<file path="src/hw/csb_defines.vh">
`ifndef CSB_DEFINES_VH
`define CSB_DEFINES_VH
// operation codes presented with a start strobe
`define CSB_OP_SKIP_REG_SET 3'h0
`define CSB_OP_SKIP_IO_CLEAR 3'h1
`define CSB_OP_SKIP_IO_SET 3'h2
`define CSB_OP_BRANCH_FLAG_SET 3'h3
`define CSB_OP_BRANCH_FLAG_CLEAR 3'h4
// widths and reset values
`define CSB_PC_W 16
`define CSB_OFS_W 7
`define CSB_PC_RST 16'h0000
// extra busy cycles: taken branch 1, one-word skip 1, two-word skip 2
`define CSB_WAIT_BRANCH 2'h1
`define CSB_WAIT_SKIP1 2'h1
`define CSB_WAIT_SKIP2 2'h2
`endif

</file>
<file path="src/hw/csb_bit_select.v">
`timescale 1ns/1ps
`include "csb_defines.vh"
// picks one bit of an 8-bit operand
module csb_bit_select (
  // operand
  input wire [7:0] data_in,
  input wire [2:0] index_in,
  // selected bit
  output wire bit_out
);
  wire [7:0] hit;
  genvar i;
  generate
    for (i = 0; i < 8; i = i + 1) begin : g_bit
      assign hit[i] = data_in[i] & ({29'h0, index_in} == i);
    end
  endgenerate
  assign bit_out = |hit;
endmodule

</file>
<file path="src/hw/csb_cond_skip_branch.v">
`timescale 1ns/1ps
`include "csb_defines.vh"
module csb_cond_skip_branch (
  // clock and reset
  input wire clock_in,
  input wire sys_rst_in,
  // instruction request
  input wire start_in,
  input wire [2:0] op_in,
  input wire [2:0] bit_index_in,
  input wire [`CSB_OFS_W-1:0] offset_in,
  input wire next_two_word_in,
  input wire [`CSB_PC_W-1:0] pc_in,
  // operands
  input wire [7:0] work_reg_in,
  input wire [7:0] io_reg_in,
  input wire [7:0] core_flag_register_in,
  // results
  output wire [`CSB_PC_W-1:0] pc_out,
  output wire pc_load_out,
  output wire taken_out,
  output wire busy_out,
  output wire done_out,
  output wire [7:0] core_flag_register_out
);
  // sequencer states
  localparam [1:0] ST_IDLE = 2'h0;
  localparam [1:0] ST_WAIT1 = 2'h1;
  localparam [1:0] ST_WAIT2 = 2'h2;

  // sequencer and output registers
  reg [1:0] state_reg;
  reg [1:0] state_next;
  reg [`CSB_PC_W-1:0] pc_reg;
  reg [`CSB_PC_W-1:0] pc_next;
  reg pc_load_reg;
  reg pc_load_next;
  reg taken_reg;
  reg taken_next;
  reg busy_reg;
  reg busy_next;
  reg done_reg;
  reg done_next;
  reg [7:0] flag_copy_reg;
  reg [7:0] flag_copy_next;

  // decode
  reg [7:0] operand;
  wire sel_bit;
  reg cond;
  reg is_branch;
  reg [`CSB_PC_W-1:0] target;
  reg [1:0] wait_cnt;
  wire [`CSB_PC_W-1:0] ofs_ext;
  wire accept;

  // operand that holds the tested bit
  always @* begin
    case (op_in)
      `CSB_OP_SKIP_REG_SET: operand = work_reg_in;
      `CSB_OP_SKIP_IO_CLEAR: operand = io_reg_in;
      `CSB_OP_SKIP_IO_SET: operand = io_reg_in;
      default: operand = core_flag_register_in;
    endcase
  end

  csb_bit_select u_sel (
    .data_in(operand),
    .index_in(bit_index_in),
    .bit_out(sel_bit)
  );

  // sign-extended offset; a request is taken only while idle
  assign ofs_ext = {{(`CSB_PC_W-`CSB_OFS_W){offset_in[`CSB_OFS_W-1]}}, offset_in};
  assign accept = start_in & (state_reg == ST_IDLE);

  // condition per instruction
  always @* begin
    cond = 1'h0;
    is_branch = 1'h0;
    case (op_in)
      `CSB_OP_SKIP_REG_SET: cond = sel_bit;
      `CSB_OP_SKIP_IO_CLEAR: cond = ~sel_bit;
      `CSB_OP_SKIP_IO_SET: cond = sel_bit;
      `CSB_OP_BRANCH_FLAG_SET: begin
        cond = sel_bit;
        is_branch = 1'h1;
      end
      `CSB_OP_BRANCH_FLAG_CLEAR: begin
        cond = ~sel_bit;
        is_branch = 1'h1;
      end
      default: cond = 1'h0;
    endcase
  end

  // new pc and extra busy cycles
  always @* begin
    wait_cnt = 2'h0;
    if (!cond) begin
      target = pc_in + 16'h0001;
    end else if (is_branch) begin
      target = pc_in + ofs_ext + 16'h0001;
      wait_cnt = `CSB_WAIT_BRANCH;
    end else if (next_two_word_in) begin
      target = pc_in + 16'h0003;
      wait_cnt = `CSB_WAIT_SKIP2;
    end else begin
      target = pc_in + 16'h0002;
      wait_cnt = `CSB_WAIT_SKIP1;
    end
  end

  // sequencer: extra cycles before done
  always @* begin
    state_next = state_reg;
    case (state_reg)
      ST_IDLE: begin
        if (accept && wait_cnt == `CSB_WAIT_SKIP2) begin
          state_next = ST_WAIT2;
        end else if (accept && wait_cnt != 2'h0) begin
          state_next = ST_WAIT1;
        end
      end
      ST_WAIT2: begin
        state_next = ST_WAIT1;
      end
      ST_WAIT1: begin
        state_next = ST_IDLE;
      end
      default: begin
        state_next = ST_IDLE;
      end
    endcase
  end

  // next values of the outputs
  always @* begin
    pc_next = pc_reg;
    pc_load_next = 1'h0;
    taken_next = taken_reg;
    busy_next = busy_reg;
    done_next = 1'h0;
    // flags pass through unchanged for every instruction here
    flag_copy_next = core_flag_register_in;
    if (accept) begin
      pc_next = target;
      pc_load_next = 1'h1;
      taken_next = cond;
      busy_next = (wait_cnt != 2'h0);
      done_next = (wait_cnt == 2'h0);
    end else if (state_reg == ST_WAIT1) begin
      busy_next = 1'h0;
      done_next = 1'h1;
    end
  end

  // sequencer and output registers
  always @(posedge clock_in or posedge sys_rst_in) begin
    if (sys_rst_in) begin
      state_reg <= ST_IDLE;
    end else begin
      state_reg <= state_next;
    end
  end

  always @(posedge clock_in or posedge sys_rst_in) begin
    if (sys_rst_in) begin
      pc_reg <= `CSB_PC_RST;
    end else begin
      pc_reg <= pc_next;
    end
  end

  always @(posedge clock_in or posedge sys_rst_in) begin
    if (sys_rst_in) begin
      pc_load_reg <= 1'h0;
    end else begin
      pc_load_reg <= pc_load_next;
    end
  end

  always @(posedge clock_in or posedge sys_rst_in) begin
    if (sys_rst_in) begin
      taken_reg <= 1'h0;
    end else begin
      taken_reg <= taken_next;
    end
  end

  always @(posedge clock_in or posedge sys_rst_in) begin
    if (sys_rst_in) begin
      busy_reg <= 1'h0;
    end else begin
      busy_reg <= busy_next;
    end
  end

  always @(posedge clock_in or posedge sys_rst_in) begin
    if (sys_rst_in) begin
      done_reg <= 1'h0;
    end else begin
      done_reg <= done_next;
    end
  end

  always @(posedge clock_in or posedge sys_rst_in) begin
    if (sys_rst_in) begin
      flag_copy_reg <= 8'h00;
    end else begin
      flag_copy_reg <= flag_copy_next;
    end
  end

  // outputs straight from the registers
  assign pc_out = pc_reg;
  assign pc_load_out = pc_load_reg;
  assign taken_out = taken_reg;
  assign busy_out = busy_reg;
  assign done_out = done_reg;
  assign core_flag_register_out = flag_copy_reg;
endmodule

</file>
<file path="config.mk">
export PLATFORM = sky130hd
export DESIGN_NAME = csb_cond_skip_branch
export DESIGN_NICKNAME = d
export VERILOG_FILES = /design/src/hw/csb_bit_select.v /design/src/hw/csb_cond_skip_branch.v
export VERILOG_INCLUDE_DIRS = /design/src /design/src/hw
export SDC_FILE = /design/constraint.sdc
export NUM_CORES = 1
export LEC_CHECK = 0
export BUFFER_PORTS_ARGS = -buffer_cell sky130_fd_sc_hd__buf_2
export CORE_UTILIZATION = 40
export DETAILED_ROUTE_END_ITERATION = 8
export PLACE_DENSITY = 0.72
export SLEW_MARGIN = 10
export SYNTH_ARGS = -nofsm -noshare
export SYNTH_HDL_FRONTEND = slang
export SYNTH_SLANG_ARGS = --single-unit
</file>
<file path="constraint.sdc">
create_clock -name clock_in -period 1.43 [get_ports clock_in]
set_input_delay 0.286 -clock clock_in [delete_from_list [all_inputs] [get_ports clock_in]]
set_output_delay 0.286 -clock clock_in [all_outputs]
set_load 0.02 [all_outputs]
</file>
==> results of run 1 <==
==> cell type report <==
type                            count  share of cell area (%)
Timing Repair Buffer              208                    29.0
Multi-Input combinational cell    336                    49.8
Clock inverter                      2                    1.18
Sequential cell                    30                    14.7
Clock buffer                        6                    1.62
Tap cell                          102                    2.50
Inverter                           11                    1.25
==> kinds of logic (layout without fill, tap and decap cells) <==
logic type | after synthesis | in the layout | share of synthesized area (%)
DFF | 30 | 30 | 23.6
buffers and inverters | 32 | 227 | 5.27
xor gates and xnor gates | 31 | 31 | 8.54
and+or+nand+nor | 147 | 148 | 22.5
adders and majority gates | 20 | 20 | 8.10
AOI/OAI and AO/OA | 126 | 126 | 28.4
muxes | 11 | 11 | 3.66
==> routing by layer <==
layer | track usage [%] | up-vias | routed length [um]
li1 | - | 1821 | -
met1 | 29.0 | 1781 | 4420
met2 | 50.1 | 172 | 5500
met3 | 4.44 | 44 | 663
met4 | 10.3 | 0 | 419
met5 | 0 | - | 0
==> report_power, final <==
part,switching [uW],internal (uW),leakage (uW)
Clock,378,744,0.0000714
Combinational,1070,955,0.00202
Sequential,66.1,981,0.000362
Total,1510,2680,0.00246
==> worst max-delay path: cells and delay by family <==
family / cells / cell delay [ns]
compound gates: 7 / 1.03
fa+ha+maj: 2 / 0.45
buf+inv: 4 / 0.31
xor+xnor: 1 / 0.19
simple gates: 1 / 0.13
==> cells in the mapped netlist (3+ instances only) <==
| library cell | count |
|---|---|
| sky130_fd_sc_hd__nand2_1 | 54 |
| sky130_fd_sc_hd__nor2_1 | 34 |
| sky130_fd_sc_hd__dfrtp_1 | 30 |
| sky130_fd_sc_hd__a21oi_1 | 24 |
| sky130_fd_sc_hd__o21ai_0 | 22 |
| sky130_fd_sc_hd__ha_1 | 19 |
| sky130_fd_sc_hd__o21ai_1 | 16 |
| sky130_fd_sc_hd__xnor2_1 | 16 |
| sky130_fd_sc_hd__xor2_1 | 15 |
| sky130_fd_sc_hd__clkbuf_1 | 11 |
| sky130_fd_sc_hd__a21o_1 | 10 |
| sky130_fd_sc_hd__inv_1 | 10 |
| sky130_fd_sc_hd__nand3_1 | 9 |
| sky130_fd_sc_hd__mux2i_1 | 8 |
| sky130_fd_sc_hd__o211ai_1 | 7 |
| sky130_fd_sc_hd__nor3_1 | 6 |
| sky130_fd_sc_hd__nor3b_1 | 6 |
| sky130_fd_sc_hd__and2_1 | 5 |
| sky130_fd_sc_hd__a22o_1 | 4 |
| sky130_fd_sc_hd__a31oi_1 | 4 |
| sky130_fd_sc_hd__and3_1 | 4 |
| sky130_fd_sc_hd__nand2b_1 | 4 |
| sky130_fd_sc_hd__nand4_1 | 4 |
| sky130_fd_sc_hd__nor2b_1 | 4 |
| sky130_fd_sc_hd__or3_1 | 4 |
| sky130_fd_sc_hd__o211ai_2 | 3 |
| sky130_fd_sc_hd__o21bai_1 | 3 |
| sky130_fd_sc_hd__o22ai_1 | 3 |
| sky130_fd_sc_hd__or3b_1 | 3 |
==> metrics by stage <==
stage	TNS [ns]	hold WS [ns]	total power [uW]	instance area [sq um]	instances
6_report	-13.33	0.0549	4190	5100	695
5_1_grt	-15.15	0.0979	4400	5100	695
4_1_cts	-13.17	0.0710	4120	5030	691
3_5_place_dp	-21.19	0.389	2770	4470	664
3_3_place_gp	-20.53	0.383	2720	4470	664
2_1_floorplan	-15.82	0.317	2080	3290	397
==> how the worst max path moves through the flow <==
stage                     cells after the start  slack (ns)                      to          from
after global placement                       14       -1.16  pc_out[14]$_DFFE_PP0P_      pc_in[0]
after CTS                                    14       -0.75  pc_out[14]$_DFFE_PP0P_  offset_in[0]
final                                        15       -0.77  pc_out[12]$_DFFE_PP0P_      pc_in[0]
after detailed placement                     14       -1.28  pc_out[14]$_DFFE_PP0P_      pc_in[0]
after global routing                         15       -0.86  pc_out[12]$_DFFE_PP0P_      pc_in[0]
after floorplan                              13       -0.90  pc_out[14]$_DFFE_PP0P_      pc_in[0]
==> timing repair <==
item	4_1_cts	5_1_grt
setup buffers	17	5
endpoints found under the hold margin	0	0
resized for setup	59	17
gates cloned	2	0
pin swaps	43	22
endpoints found under the setup margin	21	21
hold buffers	0	0
==> summary.txt, run 1 <==
Critical path
  • Slowest library cell on the worst path: sky130_fd_sc_hd__fa_2
  • Startpoint of the worst-slack reg-to-reg timing path: state_reg[1]$_DFFE_PP0P_
  • Crit Path Category: primary input to flop
  • Most numerous cell on the critical path: sky130_fd_sc_hd__a21o_1
  • Startpoint type of the worst setup path: primary input
  • Endpoint of the most critical register-to-register path: pc_out[13]$_DFFE_PP0P_
  • Ordered cell list for the critical path: buf_12 > inv_12 > ha_4 > inv_2 > fa_2 > a21o_1 > a21oi_2 > o21a_1 > o21ai_2 > buf_4 > a21o_1 > a21o_1 > xor2_1 > nand2_1 > a31oi_1
  • Cell count of the worst reg-to-reg path: 6
  • Biggest cell delay along the critical path: roughly 0.33 ns
  • Data arrival time of the critical path: 2.42 ns
  • Data required time of the worst path: 1.65 ns
  • Critical path fanouts, max: 2
  • Type of destination of the critical path: flop
  • R2R setup slack: roughly 0.040 ns

Logic synthesis
  • Flops & latches, synth: 30
  • Average cell area after synthesis: 8.01 sq um
  • Post-synthesis cell count: roughly 400
  • Number of flops mapped to enable cells by yosys: 0
  • Most used flip-flop cell after synthesis: sky130_fd_sc_hd__dfrtp_1
  • Cell variety after synth: 69
  • Part of the Yosys area used for sequential elements: 23.6%
  • Summed instance area of the synthesized netlist: about 3200 sq um
  • Synthesis Warnings: 0
  • Most area-hungry cell type in the Yosys netlist: sky130_fd_sc_hd__dfrtp_1
  • Top cells by area, synth: sky130_fd_sc_hd__dfrtp_1, sky130_fd_sc_hd__ha_1, sky130_fd_sc_hd__nand2_1, sky130_fd_sc_hd__xnor2_1, sky130_fd_sc_hd__xor2_1
  • Share of the synthesized area in the top cell type: 23.6%
  • Synth Net Count: 474
  • Share of synthesized registers carrying an async set or reset: 100%

Power and ir drop
  • Power density relative to cell area: 821 nW/um^2
  • Lkg Pwr: roughly 0.0025 uW
  • Largest vdd supply drop: a little under 0.5 mV

Final layout
  • P&R area growth vs syn: 60.5%
  • Fin nets: around 670
  • Number of flip-flops under the largest register name: 16
  • Area used by multi-input combinational logic: ~2500 sq um
  • Area taken by flip-flops and latches: 751 sq um
  • Finished Core Util: 66.1%
  • Antenna diode instance count: 0
  • Commonest non-fill, non-tap cells in the layout: sky130_fd_sc_hd__buf_4, sky130_fd_sc_hd__buf_2, sky130_fd_sc_hd__nand2_1
  • Layout cell share with drive strength beyond 1: approximately half
  • Most frequent standard cell in the layout excluding fill and tap cells: sky130_fd_sc_hd__buf_4
  • Layout filler cell count: roughly 580

Global routing
  • Vias in the first global route: just under 4000
  • First-pass GRT wire length: 17700 um
  • Number of antenna violations at the first check in global routing: 0
  • Pin count of the biggest net entering global routing: 31
  • Tot GR Track Use: roughly a quarter
  • Total grt overflow: 0

STA
  • Slew at the pin with the worst max-slew slack: 0.398 ns
  • Final Slew Violations: 0
  • Final count of hold timing violations: 0
  • Tightest slew margin relative to the limit: 73.4%
  • Final setup violation count: 21
  • Tcrit/Tclk final: 154%
  • Setup slack of the critical path after layout: -0.772 ns
  • Setup repair after global routing missed its margin: true
  • Clock tree skew after final layout: 0.00922 ns
  • Final critical delay including setup and external delays: around 2.2 ns
  • Fmax: 0.454 GHz

Detailed routing
  • Number of design-rule violations left by the first detailed-router iteration: 216
  • Overall via count from detail_route: 3818
  • Detailed Route WL: around 11000 um
  • Total iterations of the first detailed-routing run: 5
  • Number of DRC violations after detailed routing: 0
  • Final antenna-violating net count: 0
  • Wire per inst: 15.8 um
  • Vias per inst: approximately 5.5

Clocking
  • H-tree level count: 2
  • Clock transition at the register clock pins on the worst setup and hold paths after CTS: 0.08 ns
  • Total number of clock tree sinks: 30
  • Clock tree from TritonCTS: done
  • Max clock buf depth: 2
  • Clock latency at the later pin of the worst-skew pair: 0.29 ns
  • Buffer type at the clock tree root: sky130_fd_sc_hd__clkbuf_8
  • TritonCTS Buffers: 5

Run
  • MaxCap Viol Count: 0

Place
  • Post-DP HPWL: 7780 um
  • Setup Slack @ Placement: -1.28 ns
  • Final weighted congestion in routability-driven placement: 0.886
  • Buffers added on ports: 84

Floorplan
  • Core Footprint: around 7700 sq um
  • Initial Utilization: about 41%
  • Number of top-level pins: 85
  • Row count: 32
  • Die height: 91.2 um
  • Horizontal die dimension: between 90 and 100 um
  • Die Outline Area: 8310 sq um

Outcome
  • Failing checks: setup timing
  • Outcome: complete, but fails checks

Hold path
  • Path category of the worst min-delay check: primary input to asynchronous set/reset pin
No activity file was read; power rests on OpenSTA's default activity.
==> run 2, diff against run 1 <==
--- a/config.mk
+++ b/config.mk
@@ -10,6 +10,7 @@
 export CORE_UTILIZATION = 40
 export DETAILED_ROUTE_END_ITERATION = 8
 export PLACE_DENSITY = 0.72
+export RECOVER_POWER = 25
 export SLEW_MARGIN = 10
 export SYNTH_ARGS = -nofsm -noshare
 export SYNTH_HDL_FRONTEND = slang
==> summary.txt, run 2 (synthesis results as in run 1) <==
Run
  • MaxCap Viol Count: 0 (unchanged)

Critical path
  • Data arrival time of the critical path: 2.42 ns (about the same)
  • Ordered cell list for the critical path: buf_12 > inv_12 > ha_4 > inv_2 > fa_2 > a21o_1 > a21oi_2 > o21a_1 > o21ai_2 > buf_4 > a21o_1 > a21o_1 > xor2_1 > nand2_1 > a31oi_1
  • Crit Path Category: primary input to flop
  • Startpoint type of the worst setup path: primary input
  • Type of destination of the critical path: flop
  • Kind of cell with the highest combined delay on the critical path: compound AO/OA/AOI/OAI gates
  • CP Buf/Inv Count: 4 (unchanged)
  • Slowest library cell on the worst path: sky130_fd_sc_hd__fa_2
  • Data required time of the worst path: 1.65 ns (about the same)
  • Biggest cell delay along the critical path: 0.33 ns (about the same)
  • Most numerous cell on the critical path: sky130_fd_sc_hd__a21o_1
  • Critical path fanouts, max: 2 (unchanged)

Final layout
  • Commonest non-fill, non-tap cells in the layout: sky130_fd_sc_hd__buf_4, sky130_fd_sc_hd__buf_2, sky130_fd_sc_hd__nand2_1
  • Number of non-filler instances in the completed layout: 695 (unchanged)
  • P&R area growth vs syn: 60.1%
  • Most frequent standard cell in the layout excluding fill and tap cells: sky130_fd_sc_hd__buf_4
  • Fin nets: 669 (unchanged)
  • Antenna diode instance count: 0 (unchanged)
  • Layout cell share with drive strength beyond 1: 47.0% (-1.3 points)
  • Number of flip-flops under the largest register name: 16 (unchanged)

Floorplan
  • Horizontal die dimension: 91.2 um (unchanged)
  • Die Outline Area: 8310 sq um (unchanged)
  • Initial Utilization: 41.2% (unchanged)
  • Core Footprint: 7730 sq um (unchanged)
  • Die height: 91.2 um (unchanged)
  • Row count: 32 (unchanged)
  • Number of top-level pins: 85 (unchanged)

Clocking
  • Max clock buf depth: 2 (unchanged)
  • Clock latency at the later pin of the worst-skew pair: 0.29 ns (about the same)
  • Total number of clock tree sinks: 30 (unchanged)
  • TritonCTS Buffers: 5 (unchanged)
  • Clock transition at the register clock pins on the worst setup and hold paths after CTS: 0.08 ns (about the same)
  • H-tree level count: 2 (unchanged)
  • Clock tree from TritonCTS: done
  • Buffer type at the clock tree root: sky130_fd_sc_hd__clkbuf_8

STA
  • Fmax: 0.454 GHz (about the same)
  • Slew at the pin with the worst max-slew slack: 0.777 ns (+0.378 ns)
  • Final count of hold timing violations: 0 (unchanged)
  • Clock tree skew after final layout: 0.00879 ns (-0.000432 ns)
  • Tcrit/Tclk final: 154% (about the same)
  • Setup slack of the critical path after layout: -0.773 ns (-0.00143 ns)
  • Final setup violation count: 21 (unchanged)
  • Final Slew Violations: 0 (unchanged)
  • Final critical delay including setup and external delays: 2.20 ns (+0.00143 ns)
  • Tightest slew margin relative to the limit: 48.2% (-25 points)
  • Fin Setup TNS: -13.38 ns (-0.0496 ns)
  • Setup repair after global routing missed its margin: true

Power and ir drop
  • Sequential Power Share: 25.0% (about the same)
  • Clock network fraction of total power: 26.8% (about the same)
  • Internal power component: 2680 uW (-0.16%)
  • Switching Fraction: 36.1% (about the same)
  • Power spent charging and discharging nets: 1510 uW (-0.18%)
  • Lkg Pwr: 0.00243 uW (-0.92%)
  • Largest vdd supply drop: 0.485 mV (-0.20%)
  • Power density relative to cell area: 822 nW/um^2 (about the same)
  • Part of the total power dissipated in combinational logic: 48.2% (about the same)

Global routing
  • Vias in the first global route: 3883 (unchanged)
  • First-pass GRT wire length: 17700 um (unchanged)
  • Number of antenna violations at the first check in global routing: 0 (unchanged)
  • Tot GR Track Use: 26.4% (unchanged)
  • Pin count of the biggest net entering global routing: 31 (unchanged)
  • Total grt overflow: 0 (unchanged)

Hold path
  • Path category of the worst min-delay check: primary input to flop

Detailed routing
  • Vias per inst: 5.46 (-0.68%)
  • Number of DRC violations after detailed routing: 0 (unchanged)
  • Final antenna-violating net count: 0 (unchanged)
  • Wire per inst: 15.8 um (-0.32%)
  • Total iterations of the first detailed-routing run: 4 (-1)
  • Number of design-rule violations left by the first detailed-router iteration: 212 (-1.9%)
  • Detailed Route WL: 11000 um (-0.32%)
  • Overall via count from detail_route: 3792 (-0.68%)

Place
  • Instance count after placement with tap cells included: 664 (unchanged)
  • Post-DP HPWL: 7780 um (unchanged)
  • Buffers added on ports: 84 (unchanged)
  • Final weighted congestion in routability-driven placement: 0.886 (unchanged)

Outcome
  • Outcome: complete, but fails checks
  • Failing checks: setup timing
==> run 2: changes by cell type in the layout (fill, tap and decap cells not counted), sizes merged <==
cell	before	now
buf	208	199
clkbuf	6	15
==> run 2: what timing repair did <==
item	CTS	global route
resized for setup	59	17
cloned	2	0
buffers inserted	17	5
hold buffers	0	0
setup endpoints to repair	21	21
pin swaps	43	22
==> run 2: final timing paths <==
path	start	end	slack (ns)	depth (start not counted)
worst min register to register	taken_out$_DFFE_PP0P_	taken_out$_DFFE_PP0P_	0.48	2
worst max-delay path	pc_in[0]	pc_out[12]$_DFFE_PP0P_	-0.77	15
max in group asynchronous	sys_rst_in	core_flag_register_out[4]$_DFF_PP0_	0.74	3
worst max register to register	state_reg[1]$_DFFE_PP0P_	pc_out[13]$_DFFE_PP0P_	0.04	6
worst min-delay path	core_flag_register_in[7]	core_flag_register_out[7]$_DFF_PP0_	0.14	1
min in group asynchronous	sys_rst_in	pc_load_out$_DFF_PP0_	0.20	3
==> run 2: per-layer routing <==
layer	track usage (%)	part of all wire [%]	vias to the layer above
met4	10.3	3.8	0
met1	29.0	40	1769
li1	-	-	1821
met3	4.44	6.0	38
met5	0	0	-
met2	50.1	50	164
==> run 2: metrics by stage <==
| stage | cell area [sq um] | power (uW) | hold slack [ns] | utilization (%) | worst slack [ns] |
|---|---|---|---|---|---|
| floorplan | 3290 | 2080 | 0.317 | - | -0.897 |
| global placement | 4470 | 2720 | 0.383 | 57.8 | -1.16 |
| detailed placement | 4470 | 2770 | 0.389 | 57.8 | -1.28 |
| CTS | 5030 | 4120 | 0.0710 | 65.1 | -0.752 |
| global route | 5090 | 4400 | 0.138 | 65.9 | -0.860 |
| finish | 5090 | 4190 | 0.140 | 65.9 | -0.773 |
==> run 2: final cells by class <==
cell class,instances,area (sq um)
inverters,11,63.8
repair buffers,208,1470
flip-flops and latches,30,751
well taps,102,128
fillers,577,2640
multi-input cells,336,2540
clock buffers,6,82.6
clock inverters,2,60.1
==> run 2: power by group through the flow <==
stage / clock (uW) / sequential [uW] / combinational, uW
2_1_floorplan: 0 / 1230 / 853
3_5_place_dp: 0 / 1070 / 1700
4_1_cts: 1130 / 1050 / 1940
6_report: 1120 / 1050 / 2020
5_1_grt: 1170 / 1070 / 2160
3_3_place_gp: 0 / 1060 / 1650
